--- src/inc/supervision_pkg.sv ---
// Constants, register map and reset values of the valve positioner
// supervision block. Assumes 0.1 % units for positions and set points.
package supervision_pkg;
  localparam int CLK_PERIOD_NS = 10;
  localparam int TICK_PERIOD_NS = 1000000;
  localparam int TICK_CYCLES_DEF =
    (TICK_PERIOD_NS + CLK_PERIOD_NS - 1) / CLK_PERIOD_NS;
  localparam int TICK_PERIOD_MS = 1;
  localparam int TICKS_PER_S_DEF = 1000 / TICK_PERIOD_MS;
  localparam int NV_SAVE_HOURS = 24;
  localparam int NV_SAVE_S_DEF = NV_SAVE_HOURS * 3600;

  localparam logic [15:0] RANGE = 16'h03E8;
  localparam logic [15:0] LIMIT_OFF = 16'hFFFF;
  localparam logic [31:0] TOTAL_MAX = 32'h3B02_3380;
  localparam logic [31:0] EXPO_FROM = 32'h0000_270F;
  localparam logic [31:0] TRAVEL_LIMIT_MIN = 32'h0000_03E8;
  localparam logic [7:0] TRANSIT_MAX = 8'hF0;
  localparam logic [3:0] CHAR_MAX = 4'h9;
  localparam logic [7:0] ERR_LOOP_CODE = 8'h39;

  localparam logic [3:0] REG_TOL = 4'h0;
  localparam logic [3:0] REG_LAG = 4'h1;
  localparam logic [3:0] REG_CHAR = 4'h2;
  localparam logic [3:0] REG_OPEN_T = 4'h3;
  localparam logic [3:0] REG_CLOSE_T = 4'h4;
  localparam logic [3:0] REG_CLOSE_CUT = 4'h5;
  localparam logic [3:0] REG_OPEN_CUT = 4'h6;
  localparam logic [3:0] REG_TRAVEL_LIM = 4'h7;
  localparam logic [3:0] REG_CLASS = 4'h8;
  localparam logic [3:0] REG_ALARM_MODE = 4'h9;
  localparam logic [3:0] REG_LIMIT1 = 4'hA;
  localparam logic [3:0] REG_LIMIT2 = 4'hB;
  localparam logic [3:0] REG_TOTAL = 4'hC;
  localparam logic [3:0] REG_STATUS = 4'hD;
  localparam logic [3:0] REG_NV_SAVED = 4'hE;

  localparam logic [15:0] TOL_RST = 16'h0032;
  localparam logic [15:0] LAG_RST = 16'h001E;
  localparam logic [3:0] CHAR_RST = 4'h0;
  localparam logic [7:0] TRANSIT_RST = 8'h00;
  localparam logic [15:0] CLOSE_CUT_RST = 16'h000A;
  localparam logic [15:0] OPEN_CUT_RST = LIMIT_OFF;
  localparam logic [31:0] TRAVEL_LIM_RST = 32'h000F_4240;
  localparam logic [1:0] CLASS_MAINT = 2'h1;
  localparam logic [1:0] ALARM_MODE_RST = 2'h2;
  localparam logic [15:0] LIMIT1_RST = 16'h0014;
  localparam logic [15:0] LIMIT2_RST = 16'h0384;

  localparam int PIN_FAILSAFE = 0;
  localparam int PIN_SOLENOID = 1;
  localparam int PIN_VENT = 2;
  localparam int PIN_AUX_FAIL = 3;
  localparam int PIN_INDUCTIVE = 4;
  localparam int PIN_COUNT = 5;

  localparam int ST_LOOP_ERR = 0;
  localparam int ST_EXCEEDED = 1;
  localparam int ST_EXPO = 2;
  localparam int ST_TIGHT = 3;
  localparam int ST_FULL_OPEN = 4;
  localparam int ST_ALARM1 = 5;
  localparam int ST_ALARM2 = 6;
  localparam int ST_BYPASS = 7;
  localparam int ST_LIM_EXPO = 8;
endpackage

--- src/hdl/nv_store.sv ---
// Non-volatile image of the travel totalizer, one word wide.
// Assumes the write strobe is a one-cycle pulse from the same clock.
`timescale 1ns/100ps
module nv_store #(
  parameter int WIDTH = 32
) (
  input wire logic clock_in,
  input wire logic rstn_in,
  input wire logic write_in,
  input wire logic [WIDTH-1:0] data_in,
  output logic [WIDTH-1:0] data_out
);
  logic [WIDTH-1:0] word_r;

  always_ff @(posedge clock_in or negedge rstn_in) begin
    if (!rstn_in) begin
      word_r <= '0;
    end else if (write_in) begin
      word_r <= data_in;
    end
  end

  assign data_out = word_r;
endmodule

--- src/hdl/valve_positioner_supervision.sv ---
// Supervision and set-point shaping of a valve positioner.
// Assumes set point, position, cycle pulses and minimum transit times come
// from logic on clock_in; fail-safe style inputs are asynchronous pins.
`timescale 1ns/100ps
module valve_positioner_supervision #(
  parameter int TICK_CYCLES = supervision_pkg::TICK_CYCLES_DEF,
  parameter int TICKS_PER_S = supervision_pkg::TICKS_PER_S_DEF,
  parameter int NV_SAVE_S = supervision_pkg::NV_SAVE_S_DEF
) (
  input wire logic clock_in,
  input wire logic rstn_in,
  input wire logic [3:0] addr_in,
  input wire logic [31:0] wdata_in,
  input wire logic wr_in,
  input wire logic rd_in,
  input wire logic op_software_in,
  output logic [31:0] rdata_out,
  input wire logic [15:0] setpoint_in,
  input wire logic [15:0] position_in,
  input wire logic [7:0] min_open_s_in,
  input wire logic [7:0] min_close_s_in,
  input wire logic cycle_done_in,
  input wire logic initialized_in,
  input wire logic [4:0] pins_in,
  output logic [15:0] ramped_setpoint_out,
  output logic loop_error_out,
  output logic [7:0] error_code_out,
  output logic [3:0] char_sel_out,
  output logic tight_close_out,
  output logic full_open_out,
  output logic travel_exceeded_out,
  output logic [1:0] travel_class_out,
  output logic alarm_one_out,
  output logic alarm_two_out,
  output logic nv_write_out
);
  logic [4:0] s1_r, s2_r, s3_r, pin_r;
  logic [31:0] tick_cnt_r, sub_cnt_r, sec_cnt_r, lag_cnt_r, acc_r;
  logic tick_r, sec_r, nv_we_r;
  logic [15:0] tol_r, lag_r, close_cut_r, open_cut_r, limit1_r, limit2_r;
  logic [15:0] sp_r;
  logic [3:0] char_r;
  logic [7:0] open_t_r, close_t_r;
  logic [31:0] travel_lim_r, total_r, total_nxt, nv_word;
  logic [1:0] class_r, alarm_mode_r;
  logic loop_err_r, tight_r, full_open_r, exceeded_r, a1_r, a2_r;
  logic [31:0] rdata_r;
  logic [7:0] err_code_r;
  logic wr_ok, clear_total, bypass, dev_over, opening, step;
  logic [31:0] lag_ticks, ramp_ticks, acc_sum;

  function automatic logic [15:0] abs_diff(input logic [15:0] a,
                                           input logic [15:0] b);
    abs_diff = (a > b) ? a - b : b - a;
  endfunction

  // Zero keeps the ramp off; otherwise never faster than the actuator
  function automatic logic [31:0] ramp_len(input logic [7:0] cfg,
                                           input logic [7:0] act);
    logic [7:0] s;
    s = (cfg > act) ? cfg : act;
    ramp_len = (cfg == 8'h00) ? 32'h0 : 32'(s) * 32'(TICKS_PER_S);
  endfunction

  // A pin level counts once the second and third stages agree
  always_ff @(posedge clock_in or negedge rstn_in) begin
    if (!rstn_in) begin
      s1_r <= '0;
      s2_r <= '0;
      s3_r <= '0;
      pin_r <= '0;
    end else begin
      s1_r <= pins_in;
      s2_r <= s1_r;
      s3_r <= s2_r;
      pin_r <= (s3_r & ~(s2_r ^ s3_r)) | (pin_r & (s2_r ^ s3_r));
    end
  end

  always_ff @(posedge clock_in or negedge rstn_in) begin
    if (!rstn_in) begin
      tick_cnt_r <= '0;
      tick_r <= 1'b0;
      sub_cnt_r <= '0;
      sec_r <= 1'b0;
    end else begin
      tick_r <= (tick_cnt_r == 32'(TICK_CYCLES - 1));
      tick_cnt_r <= (tick_cnt_r == 32'(TICK_CYCLES - 1)) ? '0 :
                    tick_cnt_r + 32'h1;
      sec_r <= tick_r && (sub_cnt_r == 32'(TICKS_PER_S - 1));
      if (tick_r) begin
        sub_cnt_r <= (sub_cnt_r == 32'(TICKS_PER_S - 1)) ? '0 :
                     sub_cnt_r + 32'h1;
      end
    end
  end

  assign wr_ok = wr_in && op_software_in;
  assign clear_total = wr_in && (addr_in == supervision_pkg::REG_TOTAL);

  always_ff @(posedge clock_in or negedge rstn_in) begin
    if (!rstn_in) begin
      tol_r <= supervision_pkg::TOL_RST;
      lag_r <= supervision_pkg::LAG_RST;
      char_r <= supervision_pkg::CHAR_RST;
      open_t_r <= supervision_pkg::TRANSIT_RST;
      close_t_r <= supervision_pkg::TRANSIT_RST;
      close_cut_r <= supervision_pkg::CLOSE_CUT_RST;
      open_cut_r <= supervision_pkg::OPEN_CUT_RST;
      travel_lim_r <= supervision_pkg::TRAVEL_LIM_RST;
      class_r <= supervision_pkg::CLASS_MAINT;
      alarm_mode_r <= supervision_pkg::ALARM_MODE_RST;
      limit1_r <= supervision_pkg::LIMIT1_RST;
      limit2_r <= supervision_pkg::LIMIT2_RST;
    end else if (wr_in) begin
      // Out-of-range selector, transit time, travel limit and limit one values are dropped, the old setting stays
      if (addr_in == supervision_pkg::REG_TOL) begin
        tol_r <= wdata_in[15:0];
      end else if (addr_in == supervision_pkg::REG_LAG) begin
        if (wr_ok) lag_r <= wdata_in[15:0];
      end else if (addr_in == supervision_pkg::REG_CHAR) begin
        if (wdata_in[31:0] <= 32'(supervision_pkg::CHAR_MAX))
          char_r <= wdata_in[3:0];
      end else if (addr_in == supervision_pkg::REG_OPEN_T) begin
        if (wdata_in[31:0] <= 32'(supervision_pkg::TRANSIT_MAX))
          open_t_r <= wdata_in[7:0];
      end else if (addr_in == supervision_pkg::REG_CLOSE_T) begin
        if (wdata_in[31:0] <= 32'(supervision_pkg::TRANSIT_MAX))
          close_t_r <= wdata_in[7:0];
      end else if (addr_in == supervision_pkg::REG_CLOSE_CUT) begin
        close_cut_r <= wdata_in[15:0];
      end else if (addr_in == supervision_pkg::REG_OPEN_CUT) begin
        open_cut_r <= wdata_in[15:0];
      end else if (addr_in == supervision_pkg::REG_TRAVEL_LIM) begin
        if (wdata_in >= supervision_pkg::TRAVEL_LIMIT_MIN &&
            wdata_in <= supervision_pkg::TOTAL_MAX)
          travel_lim_r <= wdata_in;
      end else if (addr_in == supervision_pkg::REG_CLASS) begin
        if (wr_ok) class_r <= wdata_in[1:0];
      end else if (addr_in == supervision_pkg::REG_ALARM_MODE) begin
        alarm_mode_r <= wdata_in[1:0];
      end else if (addr_in == supervision_pkg::REG_LIMIT1) begin
        if (wdata_in[15:0] <= supervision_pkg::RANGE ||
            wdata_in[15:0] == supervision_pkg::LIMIT_OFF)
          limit1_r <= wdata_in[15:0];
      end else if (addr_in == supervision_pkg::REG_LIMIT2) begin
        limit2_r <= wdata_in[15:0];
      end
    end
  end

  // Tolerance monitor watches the shaped set point against position
  assign dev_over = abs_diff(sp_r, position_in) > tol_r;
  assign lag_ticks = 32'(lag_r) * 32'(TICKS_PER_S);

  always_ff @(posedge clock_in or negedge rstn_in) begin
    if (!rstn_in) begin
      lag_cnt_r <= '0;
      loop_err_r <= 1'b0;
      err_code_r <= 8'h00;
    end else begin
      if (!dev_over) begin
        lag_cnt_r <= '0;
      end else if (tick_r && lag_cnt_r != 32'hFFFF_FFFF) begin
        lag_cnt_r <= lag_cnt_r + 32'h1;
      end
      loop_err_r <= dev_over && (lag_cnt_r > lag_ticks);
      err_code_r <= (dev_over && (lag_cnt_r > lag_ticks)) ?
                    supervision_pkg::ERR_LOOP_CODE : 8'h00;
    end
  end

  assign bypass = pin_r[supervision_pkg::PIN_FAILSAFE] |
                  pin_r[supervision_pkg::PIN_SOLENOID] |
                  pin_r[supervision_pkg::PIN_VENT] |
                  pin_r[supervision_pkg::PIN_AUX_FAIL];
  assign opening = setpoint_in > sp_r;
  assign ramp_ticks = opening ? ramp_len(open_t_r, min_open_s_in) :
                      ramp_len(close_t_r, min_close_s_in);
  assign acc_sum = acc_r + 32'(supervision_pkg::RANGE);
  assign step = tick_r && (acc_sum >= ramp_ticks);

  // One unit per step; a step never exceeds one unit since the range
  // is never longer than one second of ticks
  always_ff @(posedge clock_in or negedge rstn_in) begin
    if (!rstn_in) begin
      sp_r <= '0;
      acc_r <= '0;
    end else if (bypass || ramp_ticks == 32'h0) begin
      sp_r <= setpoint_in;
      acc_r <= '0;
    end else if (setpoint_in == sp_r) begin
      acc_r <= '0;
    end else if (tick_r) begin
      acc_r <= step ? acc_sum - ramp_ticks : acc_sum;
      if (step) begin
        sp_r <= opening ? sp_r + 16'h1 : sp_r - 16'h1;
      end
    end
  end

  // Cutoffs act on the ramped set point, so a running ramp wins
  always_ff @(posedge clock_in or negedge rstn_in) begin
    if (!rstn_in) begin
      tight_r <= 1'b0;
      full_open_r <= 1'b0;
    end else begin
      tight_r <= (close_cut_r != supervision_pkg::LIMIT_OFF) &&
                 (sp_r < close_cut_r);
      full_open_r <= (open_cut_r != supervision_pkg::LIMIT_OFF) &&
                     (sp_r > open_cut_r);
    end
  end

  // A cycle arriving with the clear is still counted
  always_comb begin
    total_nxt = clear_total ? 32'h0 : total_r;
    if (cycle_done_in && total_nxt < supervision_pkg::TOTAL_MAX) begin
      total_nxt = total_nxt + 32'h1;
    end
  end

  always_ff @(posedge clock_in or negedge rstn_in) begin
    if (!rstn_in) begin
      total_r <= '0;
      exceeded_r <= 1'b0;
    end else begin
      total_r <= total_nxt;
      exceeded_r <= total_r > travel_lim_r;
    end
  end

  always_ff @(posedge clock_in or negedge rstn_in) begin
    if (!rstn_in) begin
      sec_cnt_r <= '0;
      nv_we_r <= 1'b0;
    end else begin
      nv_we_r <= sec_r && (sec_cnt_r == 32'(NV_SAVE_S - 1));
      if (sec_r) begin
        sec_cnt_r <= (sec_cnt_r == 32'(NV_SAVE_S - 1)) ? '0 :
                     sec_cnt_r + 32'h1;
      end
    end
  end

  nv_store #(.WIDTH(32)) nv_store_u (
    .clock_in(clock_in),
    .rstn_in(rstn_in),
    .write_in(nv_we_r),
    .data_in(total_r),
    .data_out(nv_word)
  );

  // Mode bit 0 and bit 1 give the switching sense of each alarm
  always_ff @(posedge clock_in or negedge rstn_in) begin
    if (!rstn_in) begin
      a1_r <= 1'b0;
      a2_r <= 1'b0;
    end else if (!initialized_in) begin
      a1_r <= 1'b0;
      a2_r <= 1'b0;
    end else begin
      a1_r <= alarm_mode_r[0] ^
              (!pin_r[supervision_pkg::PIN_INDUCTIVE] &&
               limit1_r != supervision_pkg::LIMIT_OFF &&
               position_in < limit1_r);
      a2_r <= alarm_mode_r[1] ^
              (limit2_r != supervision_pkg::LIMIT_OFF &&
               position_in < limit2_r);
    end
  end

  always_ff @(posedge clock_in or negedge rstn_in) begin
    if (!rstn_in) begin
      rdata_r <= '0;
    end else if (!rd_in) begin
      rdata_r <= '0;
    end else if (addr_in == supervision_pkg::REG_TOL) begin
      rdata_r <= 32'(tol_r);
    end else if (addr_in == supervision_pkg::REG_LAG) begin
      rdata_r <= 32'(lag_r);
    end else if (addr_in == supervision_pkg::REG_CHAR) begin
      rdata_r <= 32'(char_r);
    end else if (addr_in == supervision_pkg::REG_OPEN_T) begin
      rdata_r <= 32'(open_t_r);
    end else if (addr_in == supervision_pkg::REG_CLOSE_T) begin
      rdata_r <= 32'(close_t_r);
    end else if (addr_in == supervision_pkg::REG_CLOSE_CUT) begin
      rdata_r <= 32'(close_cut_r);
    end else if (addr_in == supervision_pkg::REG_OPEN_CUT) begin
      rdata_r <= 32'(open_cut_r);
    end else if (addr_in == supervision_pkg::REG_TRAVEL_LIM) begin
      rdata_r <= travel_lim_r;
    end else if (addr_in == supervision_pkg::REG_CLASS) begin
      rdata_r <= 32'(class_r);
    end else if (addr_in == supervision_pkg::REG_ALARM_MODE) begin
      rdata_r <= 32'(alarm_mode_r);
    end else if (addr_in == supervision_pkg::REG_LIMIT1) begin
      rdata_r <= 32'(limit1_r);
    end else if (addr_in == supervision_pkg::REG_LIMIT2) begin
      rdata_r <= 32'(limit2_r);
    end else if (addr_in == supervision_pkg::REG_TOTAL) begin
      rdata_r <= total_r;
    end else if (addr_in == supervision_pkg::REG_STATUS) begin
      rdata_r <= {8'h00, loop_err_r ? supervision_pkg::ERR_LOOP_CODE :
                  8'h00, 7'h00,
                  travel_lim_r >= supervision_pkg::EXPO_FROM, bypass,
                  a2_r, a1_r, full_open_r, tight_r,
                  total_r >= supervision_pkg::EXPO_FROM,
                  exceeded_r, loop_err_r};
    end else if (addr_in == supervision_pkg::REG_NV_SAVED) begin
      rdata_r <= nv_word;
    end else begin
      rdata_r <= '0;
    end
  end

  assign rdata_out = rdata_r;
  assign ramped_setpoint_out = sp_r;
  assign loop_error_out = loop_err_r;
  assign error_code_out = err_code_r;
  assign char_sel_out = char_r;
  assign tight_close_out = tight_r;
  assign full_open_out = full_open_r;
  assign travel_exceeded_out = exceeded_r;
  assign travel_class_out = class_r;
  assign alarm_one_out = a1_r;
  assign alarm_two_out = a2_r;
  assign nv_write_out = nv_we_r;
endmodule

--- config.mk ---
export PLATFORM = sky130hd
export DESIGN_NAME = valve_positioner_supervision
export DESIGN_NICKNAME = d
export VERILOG_FILES = /design/src/inc/supervision_pkg.sv /design/src/hdl/nv_store.sv /design/src/hdl/valve_positioner_supervision.sv
export SDC_FILE = /design/constraint.sdc
export NUM_CORES = 2
export LEC_CHECK = 0
export BUFFER_PORTS_ARGS = -buffer_cell sky130_fd_sc_hd__buf_4
export CELL_PAD_IN_SITES_DETAIL_PLACEMENT = 0
export CELL_PAD_IN_SITES_GLOBAL_PLACEMENT = 1
export CORE_MARGIN = 8
export CORE_UTILIZATION = 50
export DETAILED_ROUTE_END_ITERATION = 7
export GPL_TIMING_DRIVEN = 0
export PLACE_DENSITY = 0.92
export RECOVER_POWER = 50
export SLEW_MARGIN = 20
export SYNTH_ARGS = -nofsm -noshare
export SYNTH_HDL_FRONTEND = slang
export SYNTH_HIERARCHICAL = 1
export SYNTH_SLANG_ARGS = --single-unit
--- constraint.sdc ---
create_clock -name clock_in -period 9.36 [get_ports clock_in]
set_input_delay 1.872 -clock clock_in [delete_from_list [all_inputs] [get_ports clock_in]]
set_output_delay 1.872 -clock clock_in [all_outputs]
set_load 0.02 [all_outputs]
======== Yosys cells after proc, flatten, opt, wreduce, memory -nomap -nowiden ========
Index checks and enable logic that the tools add are counted.
word-level totals
  register bits ........................... 459
  bits of input ports ..................... 96
  output and inout port bits .............. 69
  word-level logic and storage cells ...... 195
operators by class
  add/sub/neg operators ................... 11
  multiply operators ...................... 3
  magnitude comparators ................... 20
  equality and inequality tests ........... 26
  muxes and demuxes ....................... 42
  bitwise gates (word level) .............. 21
  reductions and logical operators ........ 37
operators by type and width
  kind                      number
  $mux W32                  27
  $add A32 B1 Y32 const B   5
  $mux W16                  6
  $eq A32 B17 Y1 const B    2
  $ge A32 B14 Y1 const B    2
  $gt A16 B16 Y1            4
  $ne A16 B16 Y1 const B    4
  $mux W18                  3
  $lt A16 B16 Y1            3
  $add A32 B10 Y32 const B  1
  $eq A32 B10 Y1 const B    1
  $ge A32 B10 Y1 const B    1
  $ge A32 B18 Y1            1
  $gt A32 B26 Y1            1
  $gt A32 B32 Y1            1
  $le A32 B30 Y1 const B    1
  $le A32 B4 Y1 const B     1
  $le A32 B8 Y1 const B     1
  $logic_not A32 Y1         1
  $lt A32 B30 Y1 const B    1
  $ne A32 B32 Y1 const B    1
  $sub A16 B16 Y16          2
  $sub A32 B18 Y32          1
  $mul A8 B7 Y15 const B    2
  other kinds (40)          87

======== Longest topological paths before layout ========
  depth in word-level cells ............... 18
  mapped depth ............................ 36

======== Hierarchy ========
The synthesis kept the hierarchy.
by module, submodules not included
  module                        times used  cells an instance  area each (um2)  seq. area each (um2)
  valve_positioner_supervision  1           3536               32680.1          10510.1
  nv_store                      1           68                 1345.0           800.8

======== Worst setup path before layout ========
OpenSTA, ideal clock, no wires.
  path kind ............................... in2reg
  start ................................... input port min_open_s_in[6]
  end ..................................... register acc_r[24]
  setup time .............................. 0.066 ns
  arrival time ............................ 9.322 ns
  data required time ...................... 9.294 ns
  slack ................................... -0.028 ns
  cell stages on the path ................. 33
  cells stage by stage .................... inv_1 > ha_1 > a21o_1 > a21oi_1 > nand3_1 > nand2_1 > mux2_2 > inv_1 > fa_1 > xnor2_1 > ha_1 > inv_1 > fa_1 > inv_1 > fa_1 > ha_1 > o21a_1 > a211oi_1 > nor2_1 > o31ai_1 > xnor2_1 > a22oi_1 > ha_1 > a21oi_1 > o21ai_0 > or3_1 > o21ai_1 > o21ai_0 > a311o_1 > nor2_2 > or4b_1 > a211o_1 > nand2_1
between the ends
  cells in the longest elaborated chain, start to end .. 11
  elaborated cells on any way between the ends .. 15
  those cells by class .................... add/sub: 1; mul: 1; order compare: 2; mux: 7; reduce/logical: 4
RTL lines
  what                  RTL line                             source
  from (decl)           valve_positioner_supervision.sv:20   input wire logic [7:0] min_open_s_in,
  $gt A8 B8 Y1          valve_positioner_supervision.sv:61   s = (cfg > act) ? cfg : act;
  $mux W8 (*)           valve_positioner_supervision.sv:61
  $mul A8 B7 Y15 (*)    valve_positioner_supervision.sv:62   ramp_len = (cfg == 8'h00) ? 32'h0 : 32'(s) * 32'(TICKS_PER_S);
  $mux W18 (*)          valve_positioner_supervision.sv:62
  $mux W18 (*)          valve_positioner_supervision.sv:178  assign ramp_ticks = opening ? ramp_len(open_t_r, min_open_s_in) :
  $ge A32 B18 Y1        valve_positioner_supervision.sv:181  assign step = tick_r && (acc_sum >= ramp_ticks);
  $logic_and A1 B1 Y1   valve_positioner_supervision.sv:181
  $mux W32              valve_positioner_supervision.sv:195  acc_r <= step ? acc_sum - ramp_ticks : acc_sum;
  $mux W32              valve_positioner_supervision.sv:194  end else if (tick_r) begin
  $mux W32              valve_positioner_supervision.sv:192  end else if (setpoint_in == sp_r) begin
  $mux W32              valve_positioner_supervision.sv:189  end else if (bypass || ramp_ticks == 32'h0) begin
  to (signal assigned)  valve_positioner_supervision.sv:195
  to (decl)             valve_positioner_supervision.sv:38   logic [31:0] tick_cnt_r, sub_cnt_r, sec_cnt_r, lag_cnt_r, acc_r;
Every way passes the cells marked *; elsewhere a longest branch is shown, timed or not. The select of a mux whose other input is x is not followed.
A chain may end at the register's enable or synchronous reset.

======== Final worst setup path ========
  start ................................... input port min_close_s_in[6]
  end ..................................... register acc_r[31]
between the ends
  cells in the longest elaborated chain, start to end .. 11
  elaborated cells on any way between the ends .. 15
  those cells by class .................... add/sub: 1; mul: 1; order compare: 2; mux: 7; reduce/logical: 4
RTL lines
  what                 RTL line                             source
  from (decl)          valve_positioner_supervision.sv:21   input wire logic [7:0] min_close_s_in,
  $gt A8 B8 Y1         valve_positioner_supervision.sv:61
  $mux W8 (*)          valve_positioner_supervision.sv:61
  $mul A8 B7 Y15 (*)   valve_positioner_supervision.sv:62
  $mux W18 (*)         valve_positioner_supervision.sv:62
  $mux W18 (*)         valve_positioner_supervision.sv:178
  $ge A32 B18 Y1       valve_positioner_supervision.sv:181
  $logic_and A1 B1 Y1  valve_positioner_supervision.sv:181
  $mux W32             valve_positioner_supervision.sv:195
  $mux W32             valve_positioner_supervision.sv:194
  $mux W32             valve_positioner_supervision.sv:192
  $mux W32             valve_positioner_supervision.sv:189
Marks and branches as above.

==> impl_metrics.tcl <==
set metrics [dict create \
    finClkSkew_ps 45.9 \
    overflow 0 \
    p_int_mw 5.70 \
    dp_hpwl_um 75900 \
    synth_cell_types 99 \
    hp-class "reg -> reg" \
    netlist_area_um2 34000 \
    io-pin-count 165 \
    die_w_um 277 \
    antenna_found_initial 5 \
    crit_buf_inv 7 \
    setup_viol 0 \
    synth_edf_count 0 \
    finalCritPeriodShare_pct 96.8 \
    final-max-slew-violation-count 365 \
    ys_ff_latch 450 \
    cp-end-kind "flop" \
    relSlewSlack_pct -237 \
    io_buffers 154 \
    numCtsBuffers 53 \
    cts-root-buf "clkbuf_16" \
    cts_max_level 2 \
    track_usage_pct 25.2 \
    synth_ff_type "dfrtp_1" \
    power.density_nw_per_um2 254 \
    setup_ws_ps 296 \
    max_stage_delay_ps 550 \
    synthSimpleGateAreaFrac_pct 16.0 \
    violations "DRC, capacitance limit, slew limit" \
    clockPowerShare_pct 22.5 \
    synth_cells 3604 \
    drtIter0Drc 2286 \
    synth-async-reset-ratio_pct 100 \
    vdd_drop_max_uv 277 \
    comb_power_share_pct 53.2 \
    hold_buffers 0 \
    crit_required_ps 9850 \
    hold_viol 0 \
    power_leakage_nw 18.3 \
    status "finished, violations left" \
    grt_pass1_vias 27900 \
    place_ws_ps -1170 \
    totalPowerFinal_mw 9.76 \
    arrival_ps 9550 \
    clkTransAtPathRegs_ps 60 \
    clock-sinks 450 \
    cap_violations 4 \
    rows 95 \
    drc 9 \
    max_freq_mhz 110 \
    ant_nets 0 \
    synthAdderAreaFrac_pct 19.2 \
    grt_pass1_wl_um 156000 \
    place_congestion 0.936 \
    ys_seq_area_share_pct 33.2 \
    viasPerCell 5.94 \
    drt_wl_total_um 98700 \
    clkLatencyLatePin_ps 650 \
    cp_top_family "adder cells" \
    drtPass1Iterations 8 \
    power.switching_mw 4.06 \
    cp_common_cell "fa_1" \
    synth_top_family_by_area "adder cells" \
    worst_path_max_delay_cell "fa_1" \
    area_growth_pct 12.8 \
    post_drt_wl_per_cell_um 20.7 \
    die_y_um 277 \
    vias 28300 \
    synth.avg_cell_area_um2 9.44 \
    start_util_pct 50.6 \
    clock_path_buffers 3 \
    yosys_warnings 6 \
    fin_nets 4390 \
    sequentialPowerShare_pct 24.3 \
    min_period_ps 9060 \
    cts_tree "yes" \
    grt_max_degree 100 \
    cp-start-kind "input pin" \
    fill_cells 5989 \
    drive_above_1_share_pct 12.8 \
    path_max_fanout 10 \
    worstMarginPinSlew_ps 5050 \
    synth_compound_area_share_pct 14.2 \
    synth_xor_xnor_area_share_pct 6.38 \
    muxShareOfSynthArea_pct 5.63 \
    sw_frac_of_total_pct 41.6 \
    core_area_um2 67300 \
    dieArea_um2 76700 \
    crit_type "in -> reg" \
]
==> synthesized netlist by cell type (11+ instances only) <==
cell,n,area [um2]
dfrtp_1,410,10300
ha_1,359,4490
inv_1,319,1200
nor2_1,293,1100
nand2_1,248,931
a21oi_1,197,986
o21ai_0,193,966
xnor2_1,141,1230
nand4_1,107,669
xor2_1,107,937
nand3_1,104,521
fa_1,100,2000
mux2_2,100,1130
clkbuf_1,96,360
a21o_1,66,495
nor3_1,60,300
nor4_1,53,332
and3_1,50,313
nor2b_1,41,257
dfstp_2,40,1050
a211oi_1,39,293
mux2i_1,34,340
mux2_4,30,450
a22oi_1,29,218
nand2b_1,28,175
o21a_1,27,203
a222oi_1,22,220
o211ai_1,16,120
or4_1,16,120
and2_1,15,93.8
o21bai_1,15,113
or3_1,15,93.8
a31oi_1,14,87.6
o21ai_1,13,65.1
a221oi_1,11,96.3
and4_1,11,96.3
==> sequential cells by signal, indices dropped and copies added (netlist names), 29 cells and up <==
| signal | count |
|---|---|
| total_r | 32 |
| tick_cnt_r | 32 |
| lag_cnt_r | 32 |
| travel_lim_r | 32 |
| acc_r | 29 |
| rdata_out | 32 |
| nv_store_u/data_out | 32 |
| sec_cnt_r | 32 |
| sub_cnt_r | 32 |
==> cell usage in the layout, fill, tap and decap left out, types with 108 or more instances in the layout <==
cell	count
buf_4	170
nand2_1	247
o21ai_0	188
a21oi_1	190
clkbuf_1	108
xnor2_1	140
nor2_1	293
inv_1	319
dfrtp_1	410
ha_1	356
==> per-stage QoR <==
step                area [um2]  TNS [ps]  util [%]  instances  hold slack (ps)
detailed placement       36500    -47880      54.2       4641              335
global route             38400     -8.68      57.0       4756              354
finish                   38400         0      57.0       4757              346
CTS                      38400         0      57.1       4745              348
global placement         36300    -47710      53.9       4634              334
floorplan                34000         0         -       3607              331
==> worst paths after layout <==
check | from | endpoint | slack (ps) | depth (start not counted)
max in group asynchronous | rstn_in | total_r[26] | 1650 | 3
worst max register to register | open_t_r[6] | acc_r[31] | 1120 | 30
worst min register to register | s1_r[0] | s2_r[0] | 350 | 0
min in group asynchronous | rstn_in | tick_cnt_r[17] | 1460 | 1
worst max-delay path | min_close_s_in[6] | acc_r[31] | 300 | 33
worst min-delay path | s1_r[0] | s2_r[0] | 350 | 0
==> final cells by class <==
| cell class | instances | area, um2 | share of cell area, % |
|---|---|---|---|
| inverters | 320 | 1200 | 3.13 |
| clock inverters | 35 | 429 | 1.12 |
| diodes | 4 | 10.0 | 0.0261 |
| clock buffers | 65 | 1440 | 3.76 |
| flip-flops and latches | 450 | 11300 | 29.5 |
| plain buffers | 121 | 534 | 1.39 |
| well taps | 873 | 1090 | 2.85 |
| repair buffers | 173 | 1310 | 3.40 |
| multi-input cells | 2716 | 21100 | 54.9 |
==> routing by layer <==
layer  share of wire, %  routed length (um)  track usage, %
met3                6.4                6330            4.24
met4                3.5                3440            8.52
met5             0.0071                   7               0
met2                 47               46200            41.2
met1                 43               42700            33.7
==> kinds of logic after synthesis <==
kind of cell | count (synthesis)
adder cells (fa/ha/maj) | 464
buffers and inverters | 441
other | 1
AND/OR/NAND/NOR | 1087
XOR/XNOR | 248
flip-flops | 450
AO/OA/AOI/OAI | 749
multiplexers | 164
==> power groups by stage <==
stage	combinational, mW	clock, mW	sequential [mW]
after global placement	4.95	0	2.39
after CTS	5.12	2.24	2.36
after detailed placement	5.06	0	2.39
final	5.19	2.20	2.37
after floorplan	3.91	0	2.31
after global routing	5.91	2.31	2.38
==> timing repair <==
item | in CTS | in global routing
buffers inserted | 4 | 8
pin swaps | 2 | 11
hold endpoints to repair | 0 | 0
setup endpoints to repair | 45 | 45
gates resized for setup | 13 | 32
Note: power is estimated with default switching activity, not from simulation.
